**src/rtl/io_regs_consts.svh**
```systemverilog
/*
  Offsets, field positions, reset values and widths of the I/O level
  and temperature limit register bank.
  Assumes inclusion by bare name; definitions only.
*/
`ifndef IO_REGS_CONSTS_SVH
`define IO_REGS_CONSTS_SVH
`define TEMP_W 12
`define PORT_N 20
`define MON_N 3
`define REG_DW 16
`define REG_AW 5
`define LO_SPLIT 16
`define AVG_CODE_W 2
`define AVG_CNT_W 5
`define AVG_MIN_LOG2 3'h2
`define ADDR_IN_LO 5'h00
`define ADDR_IN_HI 5'h01
`define ADDR_OUT_LO 5'h02
`define ADDR_OUT_HI 5'h03
`define ADDR_PRESET_ONE 5'h04
`define ADDR_PRESET_TWO 5'h05
`define ADDR_AVG_CFG 5'h06
`define ADDR_INT_HI 5'h07
`define ADDR_INT_LO 5'h08
`define ADDR_EXT1_HI 5'h09
`define ADDR_EXT1_LO 5'h0a
`define ADDR_EXT2_HI 5'h0b
`define ADDR_EXT2_LO 5'h0c
`define ADDR_FLAGS 5'h0d
`define ADDR_RES_INT 5'h0e
`define ADDR_RES_EXT1 5'h0f
`define ADDR_RES_EXT2 5'h10
`define MODE_PRESET_ONE 2'h2
`define MODE_PRESET_TWO 2'h3
`define RST_HI_LIMIT 12'h7ff
`define RST_LO_LIMIT 12'h800
`define RST_PRESET 12'h000
`define RST_OUT_LEVELS 20'h00000
`define RST_AVG_CFG 6'h00
`endif

```
**src/rtl/io_regs_pkg.sv**
```systemverilog
/*
  Types shared by the I/O level and temperature limit register bank.
  Assumes io_regs_consts.svh is on the include path.
*/
`include "io_regs_consts.svh"
package io_regs_pkg;
  typedef logic [`TEMP_W-1:0] temp_t;
  typedef struct packed {
    logic valid;
    temp_t value;
  } temp_sample_t;
  typedef struct packed {
    temp_t high;
    temp_t low;
  } temp_limits_t;
  typedef struct packed {
    logic high;
    logic low;
    logic fresh;
  } monitor_flags_t;
  typedef struct packed {
    logic wr;
    logic rd;
    logic [`REG_AW-1:0] addr;
    logic [`REG_DW-1:0] wdata;
  } reg_req_t;
  typedef struct packed {
    logic signed [`TEMP_W+4:0] acc;
    logic [`AVG_CNT_W-1:0] cnt;
    temp_t result;
    monitor_flags_t flags;
  } monitor_state_t;
endpackage : io_regs_pkg

```
**src/rtl/io_data_and_temp_threshold_regs.sv**
```systemverilog
/*
  Register bank for port input/output levels, shared analog-output
  presets, temperature averaging settings and temperature limits.
  Assumes the serial front end presents decoded register accesses
  synchronous to CLK_IN, and port modes and monitor enables come from
  configuration logic elsewhere.
*/
`timescale 1ns/1ps
`include "io_regs_consts.svh"
module io_data_and_temp_threshold_regs
  import io_regs_pkg::*;
#(
  parameter int PORTS = `PORT_N,
  parameter int MONITORS = `MON_N
)
(
  input wire logic CLK_IN, // 50 MHz clock
  input wire logic RST_N_IN, // Async reset, active low
  input wire logic CE_IN, // Clock enable, freezes all state
  input wire reg_req_t REG_REQ_IN, // Register access request
  output logic [`REG_DW-1:0] REG_RDATA_OUT, // Read data
  output logic REG_RVALID_OUT, // Read data valid pulse
  input wire logic [PORTS-1:0] PORT_LEVEL_IN, // Sampled pin levels
  input wire logic [PORTS-1:0] PORT_IS_INPUT_IN, // Input-mode ports
  input wire logic [PORTS-1:0] PORT_IS_OUTPUT_IN, // Output-mode ports
  input wire logic [PORTS-1:0] PORT_IS_ANALOG_IN, // Analog-out ports
  output logic [PORTS-1:0] PORT_DRIVE_OUT, // Pin output level
  output logic [PORTS-1:0] PORT_OE_N_OUT, // Pin enable, low drives
  input wire logic [1:0] ANALOG_MODE_IN, // Analog-output mode select
  output logic [PORTS-1:0] PORT_PRESET_OUT, // Port takes preset
  output temp_t PRESET_DATA_OUT, // Selected preset value
  input wire logic [MONITORS-1:0] MONITOR_ENABLE_IN, // Monitor enables
  input wire temp_sample_t [MONITORS-1:0] TEMP_SAMPLE_IN, // Samples
  output monitor_flags_t [MONITORS-1:0] MONITOR_FLAGS_OUT // Flags
);
  // ---------------------------------------------------------------
  // State
  // ---------------------------------------------------------------
  typedef struct packed {
    logic [PORTS-1:0] out_levels;
    temp_t preset_one;
    temp_t preset_two;
    temp_t preset_data;
    logic [MONITORS*`AVG_CODE_W-1:0] avg_cfg;
    temp_limits_t [MONITORS-1:0] limits;
    logic [`REG_DW-1:0] rdata;
    logic rvalid;
  } bank_state_t;

  // Host-visible state; input levels live in the port block
  bank_state_t s_q;
  bank_state_t s_d;
  logic [PORTS-1:0] in_levels;
  logic preset_active;
  temp_t [MONITORS-1:0] mon_result;
  monitor_flags_t [MONITORS-1:0] mon_flags;
  logic [`REG_DW-1:0] read_word;
  logic [PORTS-1:0] wr_out_levels;

  // ---------------------------------------------------------------
  // Shared preset selection
  // ---------------------------------------------------------------
  // Codes 2 and 3 hand every analog port a shared preset
  assign preset_active = (ANALOG_MODE_IN == `MODE_PRESET_ONE) ||
    (ANALOG_MODE_IN == `MODE_PRESET_TWO);

  // ---------------------------------------------------------------
  // Read multiplexer
  // ---------------------------------------------------------------
  // Same-cycle writes are not seen; reads return old state
  always_comb
  begin
    read_word = '0;
    case (REG_REQ_IN.addr)
      `ADDR_IN_LO:
      begin
        read_word = in_levels[`LO_SPLIT-1:0];
      end
      `ADDR_IN_HI:
      begin
        read_word = `REG_DW'(in_levels[PORTS-1:`LO_SPLIT]);
      end
      `ADDR_OUT_LO:
      begin
        read_word = s_q.out_levels[`LO_SPLIT-1:0];
      end
      `ADDR_OUT_HI:
      begin
        read_word = `REG_DW'(s_q.out_levels[PORTS-1:`LO_SPLIT]);
      end
      `ADDR_PRESET_ONE:
      begin
        read_word = `REG_DW'(s_q.preset_one);
      end
      `ADDR_PRESET_TWO:
      begin
        read_word = `REG_DW'(s_q.preset_two);
      end
      `ADDR_AVG_CFG:
      begin
        read_word = `REG_DW'(s_q.avg_cfg);
      end
      `ADDR_INT_HI:
      begin
        read_word = `REG_DW'(s_q.limits[0].high);
      end
      `ADDR_INT_LO:
      begin
        read_word = `REG_DW'(s_q.limits[0].low);
      end
      `ADDR_EXT1_HI:
      begin
        read_word = `REG_DW'(s_q.limits[1].high);
      end
      `ADDR_EXT1_LO:
      begin
        read_word = `REG_DW'(s_q.limits[1].low);
      end
      `ADDR_EXT2_HI:
      begin
        read_word = `REG_DW'(s_q.limits[2].high);
      end
      `ADDR_EXT2_LO:
      begin
        read_word = `REG_DW'(s_q.limits[2].low);
      end
      `ADDR_FLAGS:
      begin
        read_word = `REG_DW'(mon_flags);
      end
      `ADDR_RES_INT:
      begin
        read_word = `REG_DW'(mon_result[0]);
      end
      `ADDR_RES_EXT1:
      begin
        read_word = `REG_DW'(mon_result[1]);
      end
      `ADDR_RES_EXT2:
      begin
        read_word = `REG_DW'(mon_result[2]);
      end
      default:
      begin
        read_word = '0;
      end
    endcase
  end

  // ---------------------------------------------------------------
  // Output level write merge
  // ---------------------------------------------------------------
  // Keeps the part of the level word that is not addressed
  always_comb
  begin
    wr_out_levels = s_q.out_levels;
    if (REG_REQ_IN.addr == `ADDR_OUT_LO)
    begin
      wr_out_levels[`LO_SPLIT-1:0] = REG_REQ_IN.wdata;
    end
    else if (REG_REQ_IN.addr == `ADDR_OUT_HI)
    begin
      wr_out_levels[PORTS-1:`LO_SPLIT] =
        REG_REQ_IN.wdata[PORTS-`LO_SPLIT-1:0];
    end
  end

  // ---------------------------------------------------------------
  // Next state
  // ---------------------------------------------------------------
  always_comb
  begin
    s_d = s_q;
    // Read answer is a one-cycle pulse after the strobe
    s_d.rvalid = REG_REQ_IN.rd;
    if (REG_REQ_IN.rd)
    begin
      s_d.rdata = read_word;
    end
    if (REG_REQ_IN.wr)
    begin
      case (REG_REQ_IN.addr)
        `ADDR_OUT_LO, `ADDR_OUT_HI:
        begin
          s_d.out_levels = wr_out_levels;
        end
        `ADDR_PRESET_ONE:
        begin
          s_d.preset_one = REG_REQ_IN.wdata[`TEMP_W-1:0];
        end
        `ADDR_PRESET_TWO:
        begin
          s_d.preset_two = REG_REQ_IN.wdata[`TEMP_W-1:0];
        end
        `ADDR_AVG_CFG:
        begin
          s_d.avg_cfg =
            REG_REQ_IN.wdata[MONITORS*`AVG_CODE_W-1:0];
        end
        `ADDR_INT_HI:
        begin
          s_d.limits[0].high = REG_REQ_IN.wdata[`TEMP_W-1:0];
        end
        `ADDR_INT_LO:
        begin
          s_d.limits[0].low = REG_REQ_IN.wdata[`TEMP_W-1:0];
        end
        `ADDR_EXT1_HI:
        begin
          s_d.limits[1].high = REG_REQ_IN.wdata[`TEMP_W-1:0];
        end
        `ADDR_EXT1_LO:
        begin
          s_d.limits[1].low = REG_REQ_IN.wdata[`TEMP_W-1:0];
        end
        `ADDR_EXT2_HI:
        begin
          s_d.limits[2].high = REG_REQ_IN.wdata[`TEMP_W-1:0];
        end
        `ADDR_EXT2_LO:
        begin
          s_d.limits[2].low = REG_REQ_IN.wdata[`TEMP_W-1:0];
        end
        default:
        begin
          // Read-only and unmapped addresses ignore writes
          s_d.rvalid = s_d.rvalid;
        end
      endcase
    end
    // Preset chosen by mode; per-port data lives elsewhere
    if (ANALOG_MODE_IN == `MODE_PRESET_TWO)
    begin
      s_d.preset_data = s_d.preset_two;
    end
    else if (ANALOG_MODE_IN == `MODE_PRESET_ONE)
    begin
      s_d.preset_data = s_d.preset_one;
    end
  end

  // ---------------------------------------------------------------
  // Registers
  // ---------------------------------------------------------------
  always_ff @(posedge CLK_IN or negedge RST_N_IN)
  begin
    if (!RST_N_IN)
    begin
      s_q.out_levels <= `RST_OUT_LEVELS;
      s_q.preset_one <= `RST_PRESET;
      s_q.preset_two <= `RST_PRESET;
      s_q.preset_data <= `RST_PRESET;
      s_q.avg_cfg <= `RST_AVG_CFG;
      // Limits reset wide open so no flag trips before setup
      s_q.limits <= {MONITORS{`RST_HI_LIMIT, `RST_LO_LIMIT}};
      s_q.rdata <= '0;
      s_q.rvalid <= 1'b0;
    end
    else if (CE_IN)
    begin
      s_q <= s_d;
    end
  end

  assign REG_RDATA_OUT = s_q.rdata;
  assign REG_RVALID_OUT = s_q.rvalid;
  assign PRESET_DATA_OUT = s_q.preset_data;
  assign MONITOR_FLAGS_OUT = mon_flags;

  // ---------------------------------------------------------------
  // Port level mapping
  // ---------------------------------------------------------------
  // Pin-side levels are registered there, one cycle behind
  port_level_map #(
    .N(PORTS)
  ) u_ports (
    .clk_in(CLK_IN),
    .rst_n_in(RST_N_IN),
    .ce_in(CE_IN),
    .level_in(PORT_LEVEL_IN),
    .is_input_in(PORT_IS_INPUT_IN),
    .is_output_in(PORT_IS_OUTPUT_IN),
    .is_analog_in(PORT_IS_ANALOG_IN),
    .out_levels_in(s_q.out_levels),
    .preset_active_in(preset_active),
    .in_levels_out(in_levels),
    .drive_out(PORT_DRIVE_OUT),
    .oe_n_out(PORT_OE_N_OUT),
    .preset_out(PORT_PRESET_OUT)
  );

  // ---------------------------------------------------------------
  // Temperature monitors
  // ---------------------------------------------------------------
  // Averaging codes and limits are per monitor, in index order
  for (genvar m = 0; m < MONITORS; m++)
  begin : g_mon
    temp_limit_monitor u_mon (
      .clk_in(CLK_IN),
      .rst_n_in(RST_N_IN),
      .ce_in(CE_IN),
      .enable_in(MONITOR_ENABLE_IN[m]),
      .avg_code_in(s_q.avg_cfg[m*`AVG_CODE_W +: `AVG_CODE_W]),
      .limits_in(s_q.limits[m]),
      .sample_in(TEMP_SAMPLE_IN[m]),
      .result_out(mon_result[m]),
      .flags_out(mon_flags[m])
    );
  end
endmodule : io_data_and_temp_threshold_regs

```
**src/rtl/temp_limit_monitor.sv**
```systemverilog
/*
  One temperature monitor: averages 4..32 samples, then compares the
  signed average against the high and low limits.
  Assumes samples arrive as one-cycle valid strobes.
*/
`timescale 1ns/1ps
`include "io_regs_consts.svh"
module temp_limit_monitor
  import io_regs_pkg::*;
(
  input wire logic clk_in, // Clock
  input wire logic rst_n_in, // Async reset, active low
  input wire logic ce_in, // Clock enable
  input wire logic enable_in, // Monitor enable
  input wire logic [`AVG_CODE_W-1:0] avg_code_in, // Averaging code
  input wire temp_limits_t limits_in, // High and low limits
  input wire temp_sample_t sample_in, // Raw sample
  output temp_t result_out, // Last average
  output monitor_flags_t flags_out // Limit flags
);
  localparam int ACC_W = `TEMP_W + 5;
  monitor_state_t s_q;
  monitor_state_t s_d;
  logic signed [ACC_W-1:0] sum;
  logic signed [ACC_W-1:0] avg;
  logic [`AVG_CNT_W-1:0] last_idx;
  logic [2:0] shamt;

  always_comb
  begin
    s_d = s_q;
    sum = s_q.acc + {{(ACC_W-`TEMP_W){sample_in.value[`TEMP_W-1]}},
      sample_in.value};
    last_idx = `AVG_CNT_W'((6'h04 << avg_code_in) - 6'h01);
    shamt = `AVG_MIN_LOG2 + 3'(avg_code_in);
    avg = sum >>> shamt;
    if (!enable_in)
    begin
      s_d.acc = '0;
      s_d.cnt = '0;
    end
    else if (sample_in.valid)
    begin
      // Closes at once if the code shrank mid-average
      if (s_q.cnt >= last_idx)
      begin
        s_d.result = avg[`TEMP_W-1:0];
        s_d.flags.fresh = 1'b1;
        s_d.flags.high = $signed(avg[`TEMP_W-1:0]) >
          $signed(limits_in.high);
        s_d.flags.low = $signed(avg[`TEMP_W-1:0]) <
          $signed(limits_in.low);
        s_d.acc = '0;
        s_d.cnt = '0;
      end
      else
      begin
        s_d.acc = sum;
        s_d.cnt = s_q.cnt + `AVG_CNT_W'(1);
      end
    end
  end

  always_ff @(posedge clk_in or negedge rst_n_in)
  begin
    if (!rst_n_in)
      s_q <= '0;
    else if (ce_in)
      s_q <= s_d;
  end

  assign result_out = s_q.result;
  assign flags_out = s_q.flags;
endmodule : temp_limit_monitor

```
**src/rtl/port_level_map.sv**
```systemverilog
/*
  Per-port level logic: samples input levels, drives output levels
  and marks analog-output ports that take the shared preset.
  Assumes port modes are steady levels from configuration logic.
*/
`timescale 1ns/1ps
module port_level_map #(
  parameter int N = 20
)
(
  input wire logic clk_in, // Clock
  input wire logic rst_n_in, // Async reset, active low
  input wire logic ce_in, // Clock enable
  input wire logic [N-1:0] level_in, // Pin levels
  input wire logic [N-1:0] is_input_in, // Input-mode ports
  input wire logic [N-1:0] is_output_in, // Output-mode ports
  input wire logic [N-1:0] is_analog_in, // Analog-out ports
  input wire logic [N-1:0] out_levels_in, // Output level bits
  input wire logic preset_active_in, // Preset mode selected
  output logic [N-1:0] in_levels_out, // Input level bits
  output logic [N-1:0] drive_out, // Pin drive level
  output logic [N-1:0] oe_n_out, // Pin enable, low drives
  output logic [N-1:0] preset_out // Port takes preset
);
  typedef struct packed {
    logic [N-1:0] in_levels;
    logic [N-1:0] drive;
    logic [N-1:0] oe_n;
    logic [N-1:0] preset;
  } port_state_t;

  port_state_t s_q;
  port_state_t s_d;

  for (genvar i = 0; i < N; i++)
  begin : g_port
    always_comb
    begin
      s_d.in_levels[i] = is_input_in[i] & level_in[i];
      s_d.drive[i] = is_output_in[i] & out_levels_in[i];
      s_d.oe_n[i] = ~is_output_in[i];
      s_d.preset[i] = is_analog_in[i] & preset_active_in;
    end
  end

  always_ff @(posedge clk_in or negedge rst_n_in)
  begin
    if (!rst_n_in)
      s_q <= {{N{1'b0}}, {N{1'b0}}, {N{1'b1}}, {N{1'b0}}};
    else if (ce_in)
      s_q <= s_d;
  end

  assign in_levels_out = s_q.in_levels;
  assign drive_out = s_q.drive;
  assign oe_n_out = s_q.oe_n;
  assign preset_out = s_q.preset;
endmodule : port_level_map

```
**config.mk**
```make
export PLATFORM = sky130hd
export DESIGN_NAME = io_data_and_temp_threshold_regs
export DESIGN_NICKNAME = d
export VERILOG_FILES = /design/src/rtl/io_regs_pkg.sv /design/src/rtl/io_data_and_temp_threshold_regs.sv /design/src/rtl/temp_limit_monitor.sv /design/src/rtl/port_level_map.sv
export VERILOG_INCLUDE_DIRS = /design/src /design/src/rtl
export SDC_FILE = /design/constraint.sdc
export NUM_CORES = 1
export LEC_CHECK = 0
export BUFFER_PORTS_ARGS = -buffer_cell sky130_fd_sc_hd__buf_4
export CAP_MARGIN = 25
export CORE_ASPECT_RATIO = 1.4
export CORE_UTILIZATION = 57
export CTS_CLUSTER_DIAMETER = 60
export DETAILED_ROUTE_END_ITERATION = 10
export GPL_TIMING_DRIVEN = 1
export PLACE_DENSITY = 0.81
export SLEW_MARGIN = 10
export SYNTH_ARGS = -nofsm -noshare
export SYNTH_HDL_FRONTEND = slang
export SYNTH_HIERARCHICAL = 1
export SYNTH_SLANG_ARGS = --single-unit
export TNS_END_PERCENT = 50
```
**constraint.sdc**
```tcl
create_clock -name CLK_IN -period 7.03 [get_ports CLK_IN]
set_clock_uncertainty 0.1 [all_clocks]
set_input_delay 1.406 -clock CLK_IN [delete_from_list [all_inputs] [get_ports CLK_IN]]
set_output_delay 1.406 -clock CLK_IN [all_outputs]
set_load 0.01 [all_outputs]
```
### Yosys cells after proc, flatten, opt, wreduce, memory -nomap -nowiden

Cells that the tools add are included.

| operators by class | value |
|---|---|
| reductions and logical operators | 21 |
| $lt $le $gt $ge | 9 |
| bitwise logic cells | 81 |
| equal/unequal tests | 21 |
| mux-type cells | 18 |
| shift-type cells | 6 |
| $add $sub $neg | 12 |

Operators with widths:

| operator | count |
|---|---|
| case mux 16 bit (17 select lines) | 1 |
| two-way mux 22 bit | 6 |
| two-way mux 37 bit | 3 |
| AND 1 bit | 60 |
| adder 17 bit | 3 |
| >>> shifter 17 x 3 -> 12 bit | 3 |
| two-way mux 12 bit | 4 |
| two-way mux 15 bit | 3 |
| equality test 5 x 4 -> 1 bit (second input constant) | 8 |
| > comparator 12 bit | 3 |
| < comparator 12 bit | 3 |
| two-way mux 24 bit | 1 |
| inverter 1 bit | 21 |
| AND reduction 3 bit | 7 |
| equality test 5 x 3 -> 1 bit (second input constant) | 4 |
| AND reduction 4 bit | 4 |
| adder 5 x 1 -> 5 bit (second input constant) | 3 |
| greater-or-equal comparator 5 bit | 3 |
| left shift 3 x 2 -> 5 bit (first input constant) | 3 |
| subtractor 5 x 1 -> 5 bit (second input constant) | 3 |
| equality test 5 x 2 -> 1 bit (second input constant) | 2 |
| AND reduction 2 bit | 5 |
| adder 2 x 2 -> 3 bit (first input constant) | 3 |
| inequality test 2 x 1 -> 1 bit (second input constant) | 3 |
| 8 further kinds | 9 |

| storage, ports and cells | value |
|---|---|
| output and inout port bits | 98 |
| input port bits | 150 |
| register bits after elaboration | 342 |

### Logic depth before layout (Yosys ltp)

Gate-level depths: netlist of run 1.

| depth | value |
|---|---|
| depth after elaboration | 6 |
| gate-level depth with buffers | 19 |
| gate-level depth less buffers | 19 |

### Cells and area by module

The synthesis of run 1 kept the hierarchy.

Modules (own cells, without submodules):

| module | area each (µm²) | seq. area each (µm²) | times used | cells each |
|---|---|---|---|---|
| io_data_and_temp_threshold_regs | 7764.9 | 3823.7 | 1 | 658 |
| temp_limit_monitor at g_mon[1].u_mon ... | 3425.8 | 925.9 | 2 | 370 |
| temp_limit_monitor at g_mon[0].u_mon | 3450.8 | 925.9 | 1 | 387 |
| port_level_map | 3263.1 | 2026.9 | 1 | 317 |

### Least setup slack after synthesis of run 1

OpenSTA, ideal clock, no wires.

| timing | value |
|---|---|
| path kind | input to register |
| start | input TEMP_SAMPLE_IN[8] (netlist name) |
| end | register g_mon[0].u_mon.s_q (netlist bit g_mon[0].u_mon/flags_out[2]) |
| stages | 13 |
| data arrival time | 4634 ps |
| buffers on the path | 0 |
| slack | 2175 ps |
| data required time | 6809 ps |
| cell sequence | ha_1 > and2_4 > or4_4 > o22a_4 > o311a_4 > mux4_2 > ha_1 > and3_1 > a2111oi_0 > nand2_1 > o311ai_0 > a31oi_1 > o22a_1 |

| between the ends | value |
|---|---|
| cells in the longest elaborated chain, start to end | 3 |

RTL lines:

| what | RTL line | RTL |
|---|---|---|
| start, declared | io_data_and_temp_threshold_regs.sv:33 | `input wire temp_sample_t [MONITORS-1:0] TEMP_SAMPLE_IN,` |
| adder 17 bit | temp_limit_monitor.sv:32 | `` sum = s_q.acc + {{(ACC_W-`TEMP_W){sample_in.value[`TEMP_W-1]}}, `` |
| >>> shifter 17 x 3 -> 12 bit | temp_limit_monitor.sv:36 | `avg = sum >>> shamt;` |
| net g_mon[0].u_mon.avg[8] | temp_limit_monitor.sv:25 | `logic signed [ACC_W-1:0] avg;` |
| > comparator 12 bit | temp_limit_monitor.sv:49 | `` s_d.flags.high = $signed(avg[`TEMP_W-1:0]) > `` |
| end signal, assigned | temp_limit_monitor.sv:67 | `s_q <= '0;` |
| end signal, assigned | temp_limit_monitor.sv:69 | `s_q <= s_d;` |
| end, declared | temp_limit_monitor.sv:22 | `monitor_state_t s_q;` |

The timed path passes the listed nets, and every way through them passes these cells.
A chain may end at the register's enable or synchronous reset.

### Worst setup path after layout of run 1

| timing | value |
|---|---|
| start | input TEMP_SAMPLE_IN[0] (netlist name) |
| end | register g_mon[0].u_mon.s_q (netlist bit g_mon[0].u_mon/flags_out[2]) |

The elaborated chain is that of the path after synthesis.

==> impl_results.html, run 1 <==
<table>
<tr><th>Metric</th><th>Value</th></tr>
<tr><th colspan="2">Clock network</th></tr>
<tr><td>Clock transition at path regs</td><td>about 60 ps</td></tr>
<tr><td>Hold buffer count at CTS</td><td>0</td></tr>
<tr><td>Number of buffers added for setup after CTS</td><td>0</td></tr>
<tr><td>Number of buffers added by the clock tree synthesis step</td><td>36</td></tr>
<tr><td>CTS Root Cell</td><td>sky130_fd_sc_hd__clkbuf_16</td></tr>
<tr><td>Clock latency at the later pin of the worst-skew pair</td><td>~550 ps</td></tr>
<tr><td>Gates resized, CTS repair</td><td>0</td></tr>
<tr><td>Number of sinks driven by the clock tree</td><td>342</td></tr>
<tr><td>Number of buffers between clock root and the deepest sink</td><td>3</td></tr>
<tr><td>CTS HTree Levels</td><td>2</td></tr>
<tr><td>TritonCTS clock tree</td><td>yes</td></tr>
<tr><th colspan="2">Setup path</th></tr>
<tr><td>Max stage delay on crit path</td><td>620 ps</td></tr>
<tr><td>Setup crit end kind</td><td>flip-flop</td></tr>
<tr><td>Slowest library cell on the worst path</td><td>sky130_fd_sc_hd__a2111oi_0</td></tr>
<tr><td>Number of buffer and inverter stages on the critical path</td><td>2</td></tr>
<tr><td>Path depth of the worst reg2reg path</td><td>18</td></tr>
<tr><td>Startpoint types</td><td>input port</td></tr>
<tr><td>Cells traversed along the worst timing path</td><td>buf_4 -&gt; ha_1 -&gt; inv_1 -&gt; fa_1 -&gt; nand2b_1 -&gt; a21oi_1 -&gt; o22a_4 -&gt; a21oi_2 -&gt; xnor2_1 -&gt; o21ai_0 -&gt; nor3_1 -&gt; ha_1 -&gt; a21oi_1 -&gt; nor2b_1 -&gt; a2111oi_0 -&gt; nand2_1 -&gt; o311ai_0 -&gt; a31oi_1 -&gt; o22a_1</td></tr>
<tr><td>Arrival time at the worst endpoint</td><td>5420 ps</td></tr>
<tr><td>Worst path top cell family by delay</td><td>compound AO/OA/AOI/OAI gates</td></tr>
<tr><td>Kind of critical path</td><td>in2reg</td></tr>
<tr><td>Data required time at the worst endpoint</td><td>7370 ps</td></tr>
<tr><td>CP max FO</td><td>5</td></tr>
<tr><td>Number of logic stages on the critical path including buffering</td><td>19</td></tr>
<tr><th colspan="2">Global route</th></tr>
<tr><td>Global-route total usage across every layer</td><td>35.0%</td></tr>
<tr><td>Antenna violations before repair</td><td>0</td></tr>
<tr><td>Pin count of the biggest net entering global routing</td><td>182</td></tr>
<tr><td>Via count of the first global-routing pass</td><td>18000</td></tr>
<tr><td>Overflow left after global routing</td><td>0</td></tr>
<tr><td>Wire length of the first global-routing pass</td><td>101000 um</td></tr>
<tr><th colspan="2">Place</th></tr>
<tr><td>Placed insts</td><td>2661</td></tr>
<tr><td>Placer Congestion</td><td>0.979</td></tr>
<tr><td>Post-detail-place hpwl</td><td>roughly 48000 um</td></tr>
<tr><td>Instance area after placement</td><td>0.0228 mm2</td></tr>
<tr><td>Port Buffer Count</td><td>about 250</td></tr>
<tr><th colspan="2">Power</th></tr>
<tr><td>Pleak</td><td>11.2 nW</td></tr>
<tr><td>Power per standard cell area</td><td>302 mW/mm2</td></tr>
<tr><td>PnR Total Power</td><td>roughly 0.0073 W</td></tr>
<tr><td>Peak supply drop</td><td>0.000169 V</td></tr>
<tr><th colspan="2">Logic synthesis</th></tr>
<tr><td>Synth Cell Area</td><td>0.0213 mm2</td></tr>
<tr><td>Portion of the post-synthesis area used by sequential elements</td><td>40.5%</td></tr>
<tr><td>Mean instance size in the synthesized netlist</td><td>~10 um2</td></tr>
<tr><td>Count of flip-flops with a built-in enable after synthesis</td><td>0</td></tr>
<tr><td>Library cell occupying the most area in the post-synthesis netlist</td><td>sky130_fd_sc_hd__dfrtp_1</td></tr>
<tr><td>Cells taking the most area after synthesis</td><td>sky130_fd_sc_hd__dfrtp_1 34%, sky130_fd_sc_hd__ha_1 7.6%, sky130_fd_sc_hd__mux2_2 7.3%</td></tr>
<tr><td>Post-synthesis instance total</td><td>2102</td></tr>
<tr><td>Number of synthesized register bits</td><td>342</td></tr>
<tr><td>Fraction of synthesis flops using an asynchronous set or reset pin</td><td>100%</td></tr>
<tr><td>Area fraction of the dominant cell type after synthesis</td><td>33.6%</td></tr>
<tr><td>Most instantiated library cell after synthesis</td><td>sky130_fd_sc_hd__dfrtp_1</td></tr>
<tr><td>Main synth FF type</td><td>sky130_fd_sc_hd__dfrtp_1</td></tr>
<tr><td>Count of synthesis-stage warnings from yosys</td><td>6</td></tr>
<tr><td>Number of nets produced by synthesis</td><td>2384</td></tr>
<tr><td>Distinct cell type count of the synthesized netlist</td><td>97</td></tr>
<tr><td>Most common library cells after synthesis</td><td>286 x sky130_fd_sc_hd__dfrtp_1, 180 x sky130_fd_sc_hd__inv_1, 139 x sky130_fd_sc_hd__mux2_2</td></tr>
<tr><th colspan="2">Routing</th></tr>
<tr><td>DRC violation total after the first TritonRoute iteration</td><td>1622</td></tr>
<tr><td>Routed vias</td><td>17500</td></tr>
<tr><td>Routed length per instance</td><td>24.1 um</td></tr>
<tr><td>DRT Wirelength</td><td>roughly 66000 um</td></tr>
<tr><td>Final ANT Viol Nets</td><td>0</td></tr>
<tr><td>Total DRC errors in the routed layout</td><td>12</td></tr>
<tr><td>Vias per Instance</td><td>6.41</td></tr>
<tr><td>Number of search-and-repair iterations in the first detailed-routing pass</td><td>9</td></tr>
<tr><th colspan="2">Run</th></tr>
<tr><td>Maxcap violations</td><td>0</td></tr>
<tr><th colspan="2">STA</th></tr>
<tr><td>Count of final max-slew check failures</td><td>0</td></tr>
<tr><td>Number of setup violations in the final report</td><td>0</td></tr>
<tr><td>Clock period minus final worst setup slack</td><td>5080 ps</td></tr>
<tr><td>Crit share post-route</td><td>72.3%</td></tr>
<tr><td>Max frequency</td><td>around 200 MHz</td></tr>
<tr><td>Hold violation count in the final report</td><td>0</td></tr>
<tr><td>Least-Margin Pin Slew</td><td>between 1000 and 1500 ps</td></tr>
<tr><td>RSZ-0062 raised after global routing</td><td>no</td></tr>
<tr><td>Aggregate negative setup slack</td><td>0 ps</td></tr>
<tr><td>Slew headroom</td><td>29.3%</td></tr>
<tr><th colspan="2">Min path</th></tr>
<tr><td>Cell depth of the worst hold path</td><td>2</td></tr>
<tr><td>Hold crit path type</td><td>reg2reg</td></tr>
<tr><th colspan="2">Layout</th></tr>
<tr><td>Fraction of the core area covered by cells at the end of the flow</td><td>65.2%</td></tr>
<tr><td>Share of cells above drive strength 1</td><td>25.9%</td></tr>
<tr><td>Final-stage net count</td><td>2515</td></tr>
<tr><td>Area growth from synthesis to final layout</td><td>12.4%</td></tr>
<tr><td>Fin area</td><td>0.0240 mm2</td></tr>
<tr><td>Layout Cells excl Fill</td><td>2728</td></tr>
<tr><td>Number of inserted filler cells in the final layout</td><td>roughly 2900</td></tr>
<tr><td>Count of inserted antenna diode cells</td><td>0</td></tr>
<tr><th colspan="2">Floorplan</th></tr>
<tr><td>Initial standard-cell utilization of the core</td><td>58.0%</td></tr>
<tr><td>Die height</td><td>between 200 and 250 um</td></tr>
<tr><td>Full die area</td><td>between 0.03 and 0.04 mm2</td></tr>
<tr><td>Ports placed on the boundary</td><td>248</td></tr>
<tr><td>Cell Rows</td><td>83</td></tr>
<tr><td>DIE WIDTH</td><td>165 um</td></tr>
<tr><td>Core Footprint</td><td>approximately 0.037 mm2</td></tr>
<tr><th colspan="2">Outcome</th></tr>
<tr><td>Violations in the final reports</td><td>DRC</td></tr>
<tr><td>Run status</td><td>finished with violations</td></tr>
</table>
power by group:
part,switching (W),internal (W)
Sequential,0.000375,0.00233
Combinational,0.00144,0.00115
Clock,0.000820,0.00113
Total,0.00264,0.00461
path summary, 6_finish.rpt:
| path | startpoint | end | slack (ps) |
|---|---|---|---|
| min in group asynchronous | RST_N_IN | g_mon[1].u_mon/s_q[25] | 750 |
| hold / removal | u_ports/oe_n_out[2] | u_ports/oe_n_out[2] | 360 |
| max in group asynchronous | RST_N_IN | s_q[120] | 4600 |
| hold reg to reg | u_ports/oe_n_out[2] | u_ports/oe_n_out[2] | 360 |
| setup reg to reg | g_mon[0].u_mon/s_q[20] | g_mon[0].u_mon/flags_out[2] | 2500 |
| setup / recovery | TEMP_SAMPLE_IN[0] | g_mon[0].u_mon/flags_out[2] | 1950 |
tightest hold or removal path: cells and delay by family, from the launching register on:
family | cells | cell delay (ps)
mux | 1 | 50
flops | 1 | 370
buf+inv | 1 | 40
area by class of cell:
| type | count | area (um2) | share of cell area, % |
|---|---|---|---|
| flip-flops and latches | 342 | 8630 | 36.0 |
| clock buffers | 56 | 1080 | 4.49 |
| well taps | 467 | 584 | 2.44 |
| clock inverters | 10 | 111 | 0.464 |
| inverters | 183 | 687 | 2.86 |
| repair buffers | 265 | 2020 | 8.41 |
| multi-input cells | 1405 | 10900 | 45.3 |
flip-flops by register name, summed over array words and instances, names as in the netlist, 9 cells and up:
name                    cells
PRESET_DATA_OUT            12
u_ports/drive_out          20
REG_RDATA_OUT              16
u_ports/preset_out         20
u_ports/in_levels_out      20
s_q                       122
g_mon.u_mon/result_out     36
g_mon.u_mon/flags_out       9
u_ports/oe_n_out           20
g_mon.u_mon/s_q            66
metal layers:
| layer | part of all wire, % | vias up | GRT usage [%] |
|---|---|---|---|
| li1 | - | 7846 | - |
| met1 | 36 | 8579 | 40.4 |
| met2 | 49 | 794 | 57.9 |
| met3 | 7.1 | 258 | 6.86 |
| met4 | 7.4 | 0 | 24.0 |
| met5 | 0 | - | 0 |
cell families (layout without fill, tap and decap cells):
family / count (synthesis) / in the layout / share of synthesized area [%]
buf+inv: 355 / 514 / 8.62
fa+ha+maj: 132 / 132 / 7.85
simple gates: 447 / 447 / 10.8
compound gates: 529 / 529 / 17.3
flops: 342 / 342 / 40.5
xor+xnor: 47 / 47 / 1.99
mux: 250 / 250 / 13.0
per-stage QoR:
step | hold WS (ps) | worst slack (ps)
global placement | 353 | 1520
global route | 380 | 1630
finish | 365 | 1950
detailed placement | 356 | 1430
floorplan | 336 | 2170
CTS | 368 | 1990
layout by cell type (no fill, tap or decap), types with 56 or more instances in the layout:
master,synthesis,final
sky130_fd_sc_hd__nand2_1,79,79
sky130_fd_sc_hd__nor2_1,111,111
sky130_fd_sc_hd__ha_1,129,129
sky130_fd_sc_hd__mux2_2,139,139
sky130_fd_sc_hd__mux2i_1,94,94
sky130_fd_sc_hd__o21ai_0,124,124
sky130_fd_sc_hd__inv_1,180,180
sky130_fd_sc_hd__dfstp_2,56,56
sky130_fd_sc_hd__a21oi_1,74,74
sky130_fd_sc_hd__nand3_1,87,87
sky130_fd_sc_hd__dfrtp_1,286,286
sky130_fd_sc_hd__buf_4,77,261
Power figures use the tool's default switching activity.
==> inputs of run 2 (changes only) <==
--- a/config.mk
+++ b/config.mk
@@ -9,7 +9,7 @@
 export BUFFER_PORTS_ARGS = -buffer_cell sky130_fd_sc_hd__buf_4
 export CAP_MARGIN = 25
 export CORE_ASPECT_RATIO = 1.4
-export CORE_UTILIZATION = 57
+export CORE_UTILIZATION = 54
 export CTS_CLUSTER_DIAMETER = 60
 export DETAILED_ROUTE_END_ITERATION = 10
 export GPL_TIMING_DRIVEN = 1
==> constraint.sdc (replaced) <==
create_clock -name CLK_IN -period 4.25 [get_ports CLK_IN]
set_clock_uncertainty 0.1 [all_clocks]
set_input_delay 0.85 -clock CLK_IN [delete_from_list [all_inputs] [get_ports CLK_IN]]
set_output_delay 0.85 -clock CLK_IN [all_outputs]
set_load 0.01 [all_outputs]
==> impl_results.html, run 2 (synthesis gave the netlist of run 1 again) <==
<table>
<tr><th>Metric</th><th>Value</th></tr>
<tr><th colspan="2">Outcome</th></tr>
<tr><td>Run status</td><td>complete, no violations</td></tr>
<tr><th colspan="2">Global route</th></tr>
<tr><td>Global-route total usage across every layer</td><td>35.1% (+0.053 points)</td></tr>
<tr><td>Via count of the first global-routing pass</td><td>19100 (+6.3%)</td></tr>
<tr><td>Antenna violations before repair</td><td>0 (unchanged)</td></tr>
<tr><td>Overflow left after global routing</td><td>0 (unchanged)</td></tr>
<tr><td>Wire length of the first global-routing pass</td><td>107000 um (+5.8%)</td></tr>
<tr><td>Pin count of the biggest net entering global routing</td><td>138 (-24%)</td></tr>
<tr><th colspan="2">Layout</th></tr>
<tr><td>Top library cells by usage in the layout, fill and taps aside</td><td>490 x sky130_fd_sc_hd__buf_4, 286 x sky130_fd_sc_hd__dfrtp_1, 180 x sky130_fd_sc_hd__inv_1</td></tr>
<tr><td>Share of cells above drive strength 1</td><td>33.7% (+7.9 points)</td></tr>
<tr><td>Flip-flop count of the largest register after layout</td><td>122 (unchanged)</td></tr>
<tr><td>Final-stage net count</td><td>2745 (+9.1%)</td></tr>
<tr><td>Number of inserted filler cells in the final layout</td><td>3060 (+5.4%)</td></tr>
<tr><td>Count of inserted antenna diode cells</td><td>0 (unchanged)</td></tr>
<tr><td>Largest reg by FF count</td><td>s_q</td></tr>
<tr><td>Fraction of the core area covered by cells at the end of the flow</td><td>67.0% (+1.8 points)</td></tr>
<tr><td>Fin area</td><td>0.0260 mm2 (+8.2%)</td></tr>
<tr><td>Sequential cell area in the final layout</td><td>0.00863 mm2 (unchanged)</td></tr>
<tr><td>Area growth from synthesis to final layout</td><td>21.7%</td></tr>
<tr><td>Most common cell after layout, fill and taps aside</td><td>sky130_fd_sc_hd__buf_4</td></tr>
<tr><td>Area of the multi-input gates</td><td>0.0110 mm2 (+1.4%)</td></tr>
<tr><th colspan="2">Setup path</th></tr>
<tr><td>Slowest library cell on the worst path</td><td>sky130_fd_sc_hd__a2111oi_0</td></tr>
<tr><td>Setup crit end kind</td><td>flip-flop</td></tr>
<tr><td>Worst path top cell family by delay</td><td>compound AO/OA/AOI/OAI gates</td></tr>
<tr><td>Kind of critical path</td><td>in2reg</td></tr>
<tr><td>Number of buffer and inverter stages on the critical path</td><td>1 (-1)</td></tr>
<tr><td>Data required time at the worst endpoint</td><td>4570 ps (-2800 ps)</td></tr>
<tr><td>Max stage delay on crit path</td><td>610 ps (about the same)</td></tr>
<tr><td>CP max FO</td><td>9 (+4)</td></tr>
<tr><td>Cell type with the highest occurrence count on the critical path</td><td>sky130_fd_sc_hd__ha_1</td></tr>
<tr><td>Arrival time at the worst endpoint</td><td>4420 ps (-1000 ps)</td></tr>
<tr><td>Cells traversed along the worst timing path</td><td>buf_4 -&gt; ha_1 -&gt; a211oi_1 -&gt; a21oi_1 -&gt; a2111oi_1 -&gt; o311ai_2 -&gt; xnor2_1 -&gt; mux2i_1 -&gt; mux2i_2 -&gt; ha_1 -&gt; nand4_1 -&gt; a2111oi_0 -&gt; or4b_1 -&gt; a31oi_1</td></tr>
<tr><td>Startpoint types</td><td>input port</td></tr>
<tr><th colspan="2">STA</th></tr>
<tr><td>Least-Margin Pin Slew</td><td>1050 ps (-3.93 ps)</td></tr>
<tr><td>Max frequency</td><td>about 240 MHz</td></tr>
<tr><td>Count of final max-slew check failures</td><td>0 (unchanged)</td></tr>
<tr><td>Hold violation count in the final report</td><td>0 (unchanged)</td></tr>
<tr><td>Number of setup violations in the final report</td><td>0 (unchanged)</td></tr>
<tr><td>Minimum hold slack</td><td>262 ps (-103 ps)</td></tr>
<tr><td>RSZ-0062 raised after global routing</td><td>yes</td></tr>
<tr><td>Post-layout worst setup margin</td><td>154 ps (-1790 ps)</td></tr>
<tr><td>Crit share post-route</td><td>96.4%</td></tr>
<tr><td>Clock period minus final worst setup slack</td><td>~4000 ps</td></tr>
<tr><td>Slew headroom</td><td>30.0% (+0.64 points)</td></tr>
<tr><th colspan="2">Clock network</th></tr>
<tr><td>Hold buffer count at CTS</td><td>0 (unchanged)</td></tr>
<tr><td>Number of buffers between clock root and the deepest sink</td><td>3 (unchanged)</td></tr>
<tr><td>Number of sinks driven by the clock tree</td><td>342 (unchanged)</td></tr>
<tr><td>Clock transition at path regs</td><td>60 ps (about the same)</td></tr>
<tr><td>CTS Root Cell</td><td>sky130_fd_sc_hd__clkbuf_16</td></tr>
<tr><td>CTS HTree Levels</td><td>2 (unchanged)</td></tr>
<tr><td>TritonCTS clock tree</td><td>yes</td></tr>
<tr><td>Number of buffers added by the clock tree synthesis step</td><td>36 (unchanged)</td></tr>
<tr><td>Clock latency at the later pin of the worst-skew pair</td><td>550 ps (about the same)</td></tr>
<tr><th colspan="2">Place</th></tr>
<tr><td>Placer Congestion</td><td>0.986 (+0.75%)</td></tr>
<tr><td>Worst setup slack before clock tree synthesis</td><td>-444 ps (-1870 ps)</td></tr>
<tr><td>Port Buffer Count</td><td>247 (unchanged)</td></tr>
<tr><td>Instance area after placement</td><td>0.0246 mm2 (+8.0%)</td></tr>
<tr><td>Post-detail-place hpwl</td><td>52600 um (+9.1%)</td></tr>
<tr><th colspan="2">Routing</th></tr>
<tr><td>Vias per Instance</td><td>6.12 (-4.5%)</td></tr>
<tr><td>Final ANT Viol Nets</td><td>0 (unchanged)</td></tr>
<tr><td>Number of search-and-repair iterations in the first detailed-routing pass</td><td>5 (-4)</td></tr>
<tr><td>Total DRC errors in the routed layout</td><td>0 (-12)</td></tr>
<tr><td>Routed vias</td><td>18400 (+5.5%)</td></tr>
<tr><td>DRT Wirelength</td><td>69900 um (+6.3%)</td></tr>
<tr><td>Routed length per instance</td><td>23.2 um (-3.7%)</td></tr>
<tr><td>DRC violation total after the first TritonRoute iteration</td><td>1334 (-18%)</td></tr>
<tr><th colspan="2">Floorplan</th></tr>
<tr><td>Die height</td><td>237 um (+2.7%)</td></tr>
<tr><td>Full die area</td><td>0.0403 mm2 (+5.5%)</td></tr>
<tr><td>Ports placed on the boundary</td><td>248 (unchanged)</td></tr>
<tr><td>Initial standard-cell utilization of the core</td><td>55.1% (-2.9 points)</td></tr>
<tr><td>Cell Rows</td><td>85 (+2.4%)</td></tr>
<tr><td>Core Footprint</td><td>0.0387 mm2 (+5.3%)</td></tr>
<tr><td>DIE WIDTH</td><td>170 um (+2.7%)</td></tr>
<tr><th colspan="2">Min path</th></tr>
<tr><td>Hold crit path type</td><td>in2async</td></tr>
<tr><th colspan="2">Power</th></tr>
<tr><td>Pleak</td><td>12.4 nW (+11%)</td></tr>
<tr><td>Peak supply drop</td><td>0.000367 V (+120%)</td></tr>
<tr><td>PnR Total Power</td><td>0.0131 W (+81%)</td></tr>
<tr><td>Power per standard cell area</td><td>505 mW/mm2 (+67%)</td></tr>
<tr><th colspan="2">Run</th></tr>
<tr><td>Maxcap violations</td><td>0 (unchanged)</td></tr>
</table>
==> run 2: final timing paths <==
| path | start | endpoint | slack [ps] | depth (start not counted) |
|---|---|---|---|---|
| worst min register to register | u_ports/oe_n_out[7] | u_ports/oe_n_out[7] | 370 | 2 |
| worst max-delay path | TEMP_SAMPLE_IN[37] | g_mon[2].u_mon/flags_out[1] | 150 | 14 |
| min in group CLK_IN | PORT_IS_OUTPUT_IN[3] | u_ports/oe_n_out[3] | 360 | 2 |
| worst min-delay path | RST_N_IN | g_mon[1].u_mon/s_q[21] | 260 | 1 |
| max in group asynchronous | RST_N_IN | u_ports/oe_n_out[14] | 2710 | 2 |
| worst max register to register | g_mon[0].u_mon/s_q[28] | g_mon[0].u_mon/flags_out[1] | 190 | 16 |
==> run 2: metal layers <==
| layer | global-route usage (%) | vias to the layer above | share of wire [%] |
|---|---|---|---|
| li1 | - | 8316 | - |
| met4 | 25.8 | 0 | 8.2 |
| met3 | 6.33 | 270 | 6.8 |
| met1 | 39.2 | 9059 | 36 |
| met2 | 59.5 | 786 | 49 |
| met5 | 0 | - | 0 |
==> run 2: area by class of cell <==
type | count | area share, %
inverter | 183 | 2.65
timing repair buffer | 495 | 14.5
clock buffer | 54 | 4.05
multi-input combinational | 1405 | 42.5
clock inverter | 11 | 0.492
tap | 522 | 2.52
sequential | 342 | 33.2
==> run 2: worst register-to-register path, cell delays in order (launching register included) <==
cell and delay, ps:
sky130_fd_sc_hd__dfrtp_1 390, sky130_fd_sc_hd__ha_1 350, sky130_fd_sc_hd__and2_4 180, sky130_fd_sc_hd__or4_4 420, sky130_fd_sc_hd__o22a_4 220, sky130_fd_sc_hd__o41ai_2 370, sky130_fd_sc_hd__nor3_1 110, sky130_fd_sc_hd__a21oi_1 200
sky130_fd_sc_hd__mux2i_1 150, sky130_fd_sc_hd__buf_4 180, sky130_fd_sc_hd__buf_4 120, sky130_fd_sc_hd__ha_1 290, sky130_fd_sc_hd__nand3_1 80, sky130_fd_sc_hd__nor4b_1 380, sky130_fd_sc_hd__buf_4 180, sky130_fd_sc_hd__o21ai_1 50
sky130_fd_sc_hd__a22o_1 200
==> run 2: what timing repair did <==
action	in CTS	in global routing
setup buffers	0	3
resized for setup	0	33
endpoints found under the setup margin	0	5
hold endpoints to repair	0	0
==> run 2: per-stage QoR <==
step           std cells  TNS, ps
6_report            3012        0
5_1_grt             3012    -38.0
4_1_cts             3009        0
3_5_place_dp        2944    -1880
3_3_place_gp        2944    -1210
2_1_floorplan       2102    -54.6
==> run 2: where the power goes <==
group / switching, W / total [W] / leakage (nW) / internal [W]
Clock: 0.00137 / 0.00322 / 0.579 / 0.00185
Sequential: 0.000598 / 0.00446 / 4.36 / 0.00386
Combinational: 0.00269 / 0.00544 / 7.44 / 0.00275
Total: 0.00466 / 0.0131 / 12.4 / 0.00846
==> inputs of run 3 (changes only) <==
--- a/config.mk
+++ b/config.mk
@@ -9,11 +9,14 @@
 export BUFFER_PORTS_ARGS = -buffer_cell sky130_fd_sc_hd__buf_4
 export CAP_MARGIN = 25
 export CORE_ASPECT_RATIO = 1.4
+export CORE_MARGIN = 3
 export CORE_UTILIZATION = 54
 export CTS_CLUSTER_DIAMETER = 60
+export CTS_CLUSTER_SIZE = 10
 export DETAILED_ROUTE_END_ITERATION = 10
 export GPL_TIMING_DRIVEN = 1
 export PLACE_DENSITY = 0.81
+export SETUP_SLACK_MARGIN = 0.5
 export SLEW_MARGIN = 10
 export SYNTH_ARGS = -nofsm -noshare
 export SYNTH_HDL_FRONTEND = slang
==> impl_results.html, run 3 (synthesis gave the netlist of run 1 again) <==
<table>
<tr><th>Metric</th><th>Value</th></tr>
<tr><th colspan="2">Layout</th></tr>
<tr><td>Final-stage net count</td><td>2763 (+0.66%)</td></tr>
<tr><td>Most common cell after layout, fill and taps aside</td><td>sky130_fd_sc_hd__buf_4</td></tr>
<tr><td>Area growth from synthesis to final layout</td><td>23.9%</td></tr>
<tr><td>Flip-flop count of the largest register after layout</td><td>122 (unchanged)</td></tr>
<tr><td>Fin area</td><td>0.0264 mm2 (+1.8%)</td></tr>
<tr><td>Sequential cell area in the final layout</td><td>0.00863 mm2 (unchanged)</td></tr>
<tr><td>Number of inserted filler cells in the final layout</td><td>2903 (-5.1%)</td></tr>
<tr><td>Share of cells above drive strength 1</td><td>35.3% (+1.6 points)</td></tr>
<tr><td>Area of the multi-input gates</td><td>0.0113 mm2 (+2.8%)</td></tr>
<tr><td>Fraction of the core area covered by cells at the end of the flow</td><td>68.3% (+1.2 points)</td></tr>
<tr><td>Top library cells by usage in the layout, fill and taps aside</td><td>504 x sky130_fd_sc_hd__buf_4, 286 x sky130_fd_sc_hd__dfrtp_1, 178 x sky130_fd_sc_hd__inv_1</td></tr>
<tr><td>Largest reg by FF count</td><td>s_q</td></tr>
<tr><th colspan="2">Setup path</th></tr>
<tr><td>Cells traversed along the worst timing path</td><td>ha_4 -&gt; o211ai_1 -&gt; o211ai_1 -&gt; buf_4 -&gt; a31oi_2 -&gt; a221oi_2 -&gt; xor2_1 -&gt; a21oi_1 -&gt; mux2i_1 -&gt; ha_1 -&gt; and3_4 -&gt; a2111oi_4 -&gt; buf_4 -&gt; a31oi_1 -&gt; o22a_1</td></tr>
<tr><td>Arrival time at the worst endpoint</td><td>4400 ps (-20 ps)</td></tr>
<tr><td>R2r setup slk</td><td>190 ps (about the same)</td></tr>
<tr><td>Data required time at the worst endpoint</td><td>4590 ps (+20 ps)</td></tr>
<tr><td>Setup crit end kind</td><td>flip-flop</td></tr>
<tr><td>Max stage delay on crit path</td><td>440 ps (-170 ps)</td></tr>
<tr><td>Worst path top cell family by delay</td><td>compound AO/OA/AOI/OAI gates</td></tr>
<tr><td>Kind of critical path</td><td>reg2reg</td></tr>
<tr><td>R2r startpoint</td><td>g_mon[0].u_mon/s_q[24]</td></tr>
<tr><td>CP max FO</td><td>3 (-6)</td></tr>
<tr><td>Critical path startpoint</td><td>g_mon[0].u_mon/s_q[24]</td></tr>
<tr><td>Slowest library cell on the worst path</td><td>sky130_fd_sc_hd__dfrtp_1</td></tr>
<tr><td>Startpoint types</td><td>flip-flop</td></tr>
<tr><td>Number of buffer and inverter stages on the critical path</td><td>2 (+1)</td></tr>
<tr><th colspan="2">STA</th></tr>
<tr><td>RSZ-0062 raised after global routing</td><td>yes</td></tr>
<tr><td>Crit share post-route</td><td>95.5% (-0.92 points)</td></tr>
<tr><td>Hold violation count in the final report</td><td>0 (unchanged)</td></tr>
<tr><td>Clock period minus final worst setup slack</td><td>4060 ps (-39.2 ps)</td></tr>
<tr><td>Minimum hold slack</td><td>52.2 ps (-210 ps)</td></tr>
<tr><td>Number of setup violations in the final report</td><td>0 (unchanged)</td></tr>
<tr><td>Slew headroom</td><td>32.5% (+2.5 points)</td></tr>
<tr><td>Count of final max-slew check failures</td><td>0 (unchanged)</td></tr>
<tr><td>Max frequency</td><td>247 MHz (+0.97%)</td></tr>
<tr><td>Aggregate negative setup slack</td><td>0 ps (unchanged)</td></tr>
<tr><td>Least-Margin Pin Slew</td><td>1010 ps (-38.0 ps)</td></tr>
<tr><th colspan="2">Routing</th></tr>
<tr><td>Vias per Instance</td><td>6.20 (+1.4%)</td></tr>
<tr><td>DRT Wirelength</td><td>72500 um (+3.7%)</td></tr>
<tr><td>Number of search-and-repair iterations in the first detailed-routing pass</td><td>8 (+3)</td></tr>
<tr><td>Final ANT Viol Nets</td><td>0 (unchanged)</td></tr>
<tr><td>Total DRC errors in the routed layout</td><td>0 (unchanged)</td></tr>
<tr><td>Routed length per instance</td><td>23.9 um (+2.9%)</td></tr>
<tr><td>Routed vias</td><td>18800 (+2.1%)</td></tr>
<tr><td>DRC violation total after the first TritonRoute iteration</td><td>1582 (+19%)</td></tr>
<tr><th colspan="2">Place</th></tr>
<tr><td>Post-detail-place hpwl</td><td>52600 um (about the same)</td></tr>
<tr><td>Port Buffer Count</td><td>247 (unchanged)</td></tr>
<tr><td>Instance area after placement</td><td>0.0246 mm2 (about the same)</td></tr>
<tr><td>Placer Congestion</td><td>1.01 (+2.9%)</td></tr>
<tr><th colspan="2">Floorplan</th></tr>
<tr><td>Core Footprint</td><td>0.0387 mm2 (unchanged)</td></tr>
<tr><td>DIE WIDTH</td><td>174 um (+2.4%)</td></tr>
<tr><td>Ports placed on the boundary</td><td>248 (unchanged)</td></tr>
<tr><td>Initial standard-cell utilization of the core</td><td>55.1% (unchanged)</td></tr>
<tr><td>Cell Rows</td><td>85 (unchanged)</td></tr>
<tr><td>Die height</td><td>241 um (+1.7%)</td></tr>
<tr><td>Full die area</td><td>0.0420 mm2 (+4.1%)</td></tr>
<tr><th colspan="2">Power</th></tr>
<tr><td>Clock network fraction of total power</td><td>24.9% (+0.4 points)</td></tr>
<tr><td>Sequential power share</td><td>32.9% (-1.1 points)</td></tr>
<tr><td>Pleak</td><td>12.5 nW (+0.82%)</td></tr>
<tr><td>Switching power of the nets</td><td>0.00491 W (+5.5%)</td></tr>
<tr><td>Power per standard cell area</td><td>517 mW/mm2 (+2.2%)</td></tr>
<tr><td>Gate power share</td><td>42.2% (+0.7 points)</td></tr>
<tr><td>Switching fraction of total power</td><td>36.0% (+0.48 points)</td></tr>
<tr><td>PnR Total Power</td><td>0.0136 W (+4.1%)</td></tr>
<tr><td>Total internal power</td><td>0.00873 W (+3.3%)</td></tr>
<tr><td>Peak supply drop</td><td>0.000364 V (-0.58%)</td></tr>
<tr><th colspan="2">Clock network</th></tr>
<tr><td>Number of buffers added by the clock tree synthesis step</td><td>41 (+14%)</td></tr>
<tr><td>Clock transition at path regs</td><td>60 ps (about the same)</td></tr>
<tr><td>CTS Root Cell</td><td>sky130_fd_sc_hd__clkbuf_16</td></tr>
<tr><td>CTS HTree Levels</td><td>2 (unchanged)</td></tr>
<tr><td>Clock latency at the later pin of the worst-skew pair</td><td>570 ps (+20 ps)</td></tr>
<tr><td>Number of sinks driven by the clock tree</td><td>342 (unchanged)</td></tr>
<tr><td>Number of buffers between clock root and the deepest sink</td><td>3 (unchanged)</td></tr>
<tr><td>TritonCTS clock tree</td><td>yes</td></tr>
<tr><th colspan="2">Min path</th></tr>
<tr><td>Hold crit path type</td><td>in2async</td></tr>
<tr><th colspan="2">Run</th></tr>
<tr><td>Maxcap violations</td><td>0 (unchanged)</td></tr>
<tr><th colspan="2">Global route</th></tr>
<tr><td>Overflow left after global routing</td><td>0 (unchanged)</td></tr>
<tr><td>Pin count of the biggest net entering global routing</td><td>135 (-2.2%)</td></tr>
<tr><td>Via count of the first global-routing pass</td><td>19600 (+2.3%)</td></tr>
<tr><td>Global-route total usage across every layer</td><td>33.1% (-1.9 points)</td></tr>
<tr><td>Wire length of the first global-routing pass</td><td>109000 um (+1.7%)</td></tr>
<tr><td>Antenna violations before repair</td><td>2 (+2)</td></tr>
<tr><th colspan="2">Outcome</th></tr>
<tr><td>Run status</td><td>complete, no violations</td></tr>
</table>
## run 3: cell count changes in the layout (fill, tap and decap cells not counted), sizes merged
cell	delta
buf	+13
clkbuf	+11
clkinv	-3
diode	+2
inv	-1
## run 3: worst paths after layout
path,to,cells past startpoint
max,g_mon[0].u_mon/flags_out[2],15
min,g_mon[1].u_mon/s_q[20],1
max reg2reg,g_mon[0].u_mon/flags_out[2],15
min reg2reg,u_ports/oe_n_out[2],2
max in group asynchronous,g_mon[0].u_mon/s_q[26],2
min in group CLK_IN,u_ports/oe_n_out[5],2
## run 3: per-layer routing
metal | global-route usage, % | vias to the layer above | share of wire (%)
li1 | - | 8356 | -
met1 | 35.7 | 9275 | 35
met2 | 57.9 | 876 | 49
met3 | 6.67 | 311 | 7.2
met4 | 24.5 | 0 | 8.9
met5 | 0 | - | 0
## run 3: stage by stage
step                std cells  worst slack (ps)
floorplan                2102              18.0
CTS                      3023               285
global placement         2938              -396
detailed placement       2938              -518
finish                   3034               193
global route             3033             -56.2
## run 3: cell type report
type	count	share of cell area, %
Timing Repair Buffer	508	14.6
Sequential cell	342	32.7
Antenna cell	2	0.0189
Inverter	183	2.60
Clock buffer	65	4.26
Tap cell	522	2.47
Clock inverter	7	0.492
Multi-Input combinational cell	1405	42.9
## run 3: timing repair
action                     in CTS  in global routing
setup buffers                  13                  9
resized for setup              40                 34
hold buffers                    0                  0
pin swaps                      24                 18
setup endpoints to repair       6                  6
## run 3: power groups by stage
stage	registers [W]	logic [W]	clock network (W)
after floorplan	0.00420	0.00333	0
after global placement	0.00447	0.00500	0
after detailed placement	0.00449	0.00523	0
after CTS	0.00445	0.00545	0.00344
after global routing	0.00453	0.00627	0.00356
final	0.00449	0.00576	0.00340
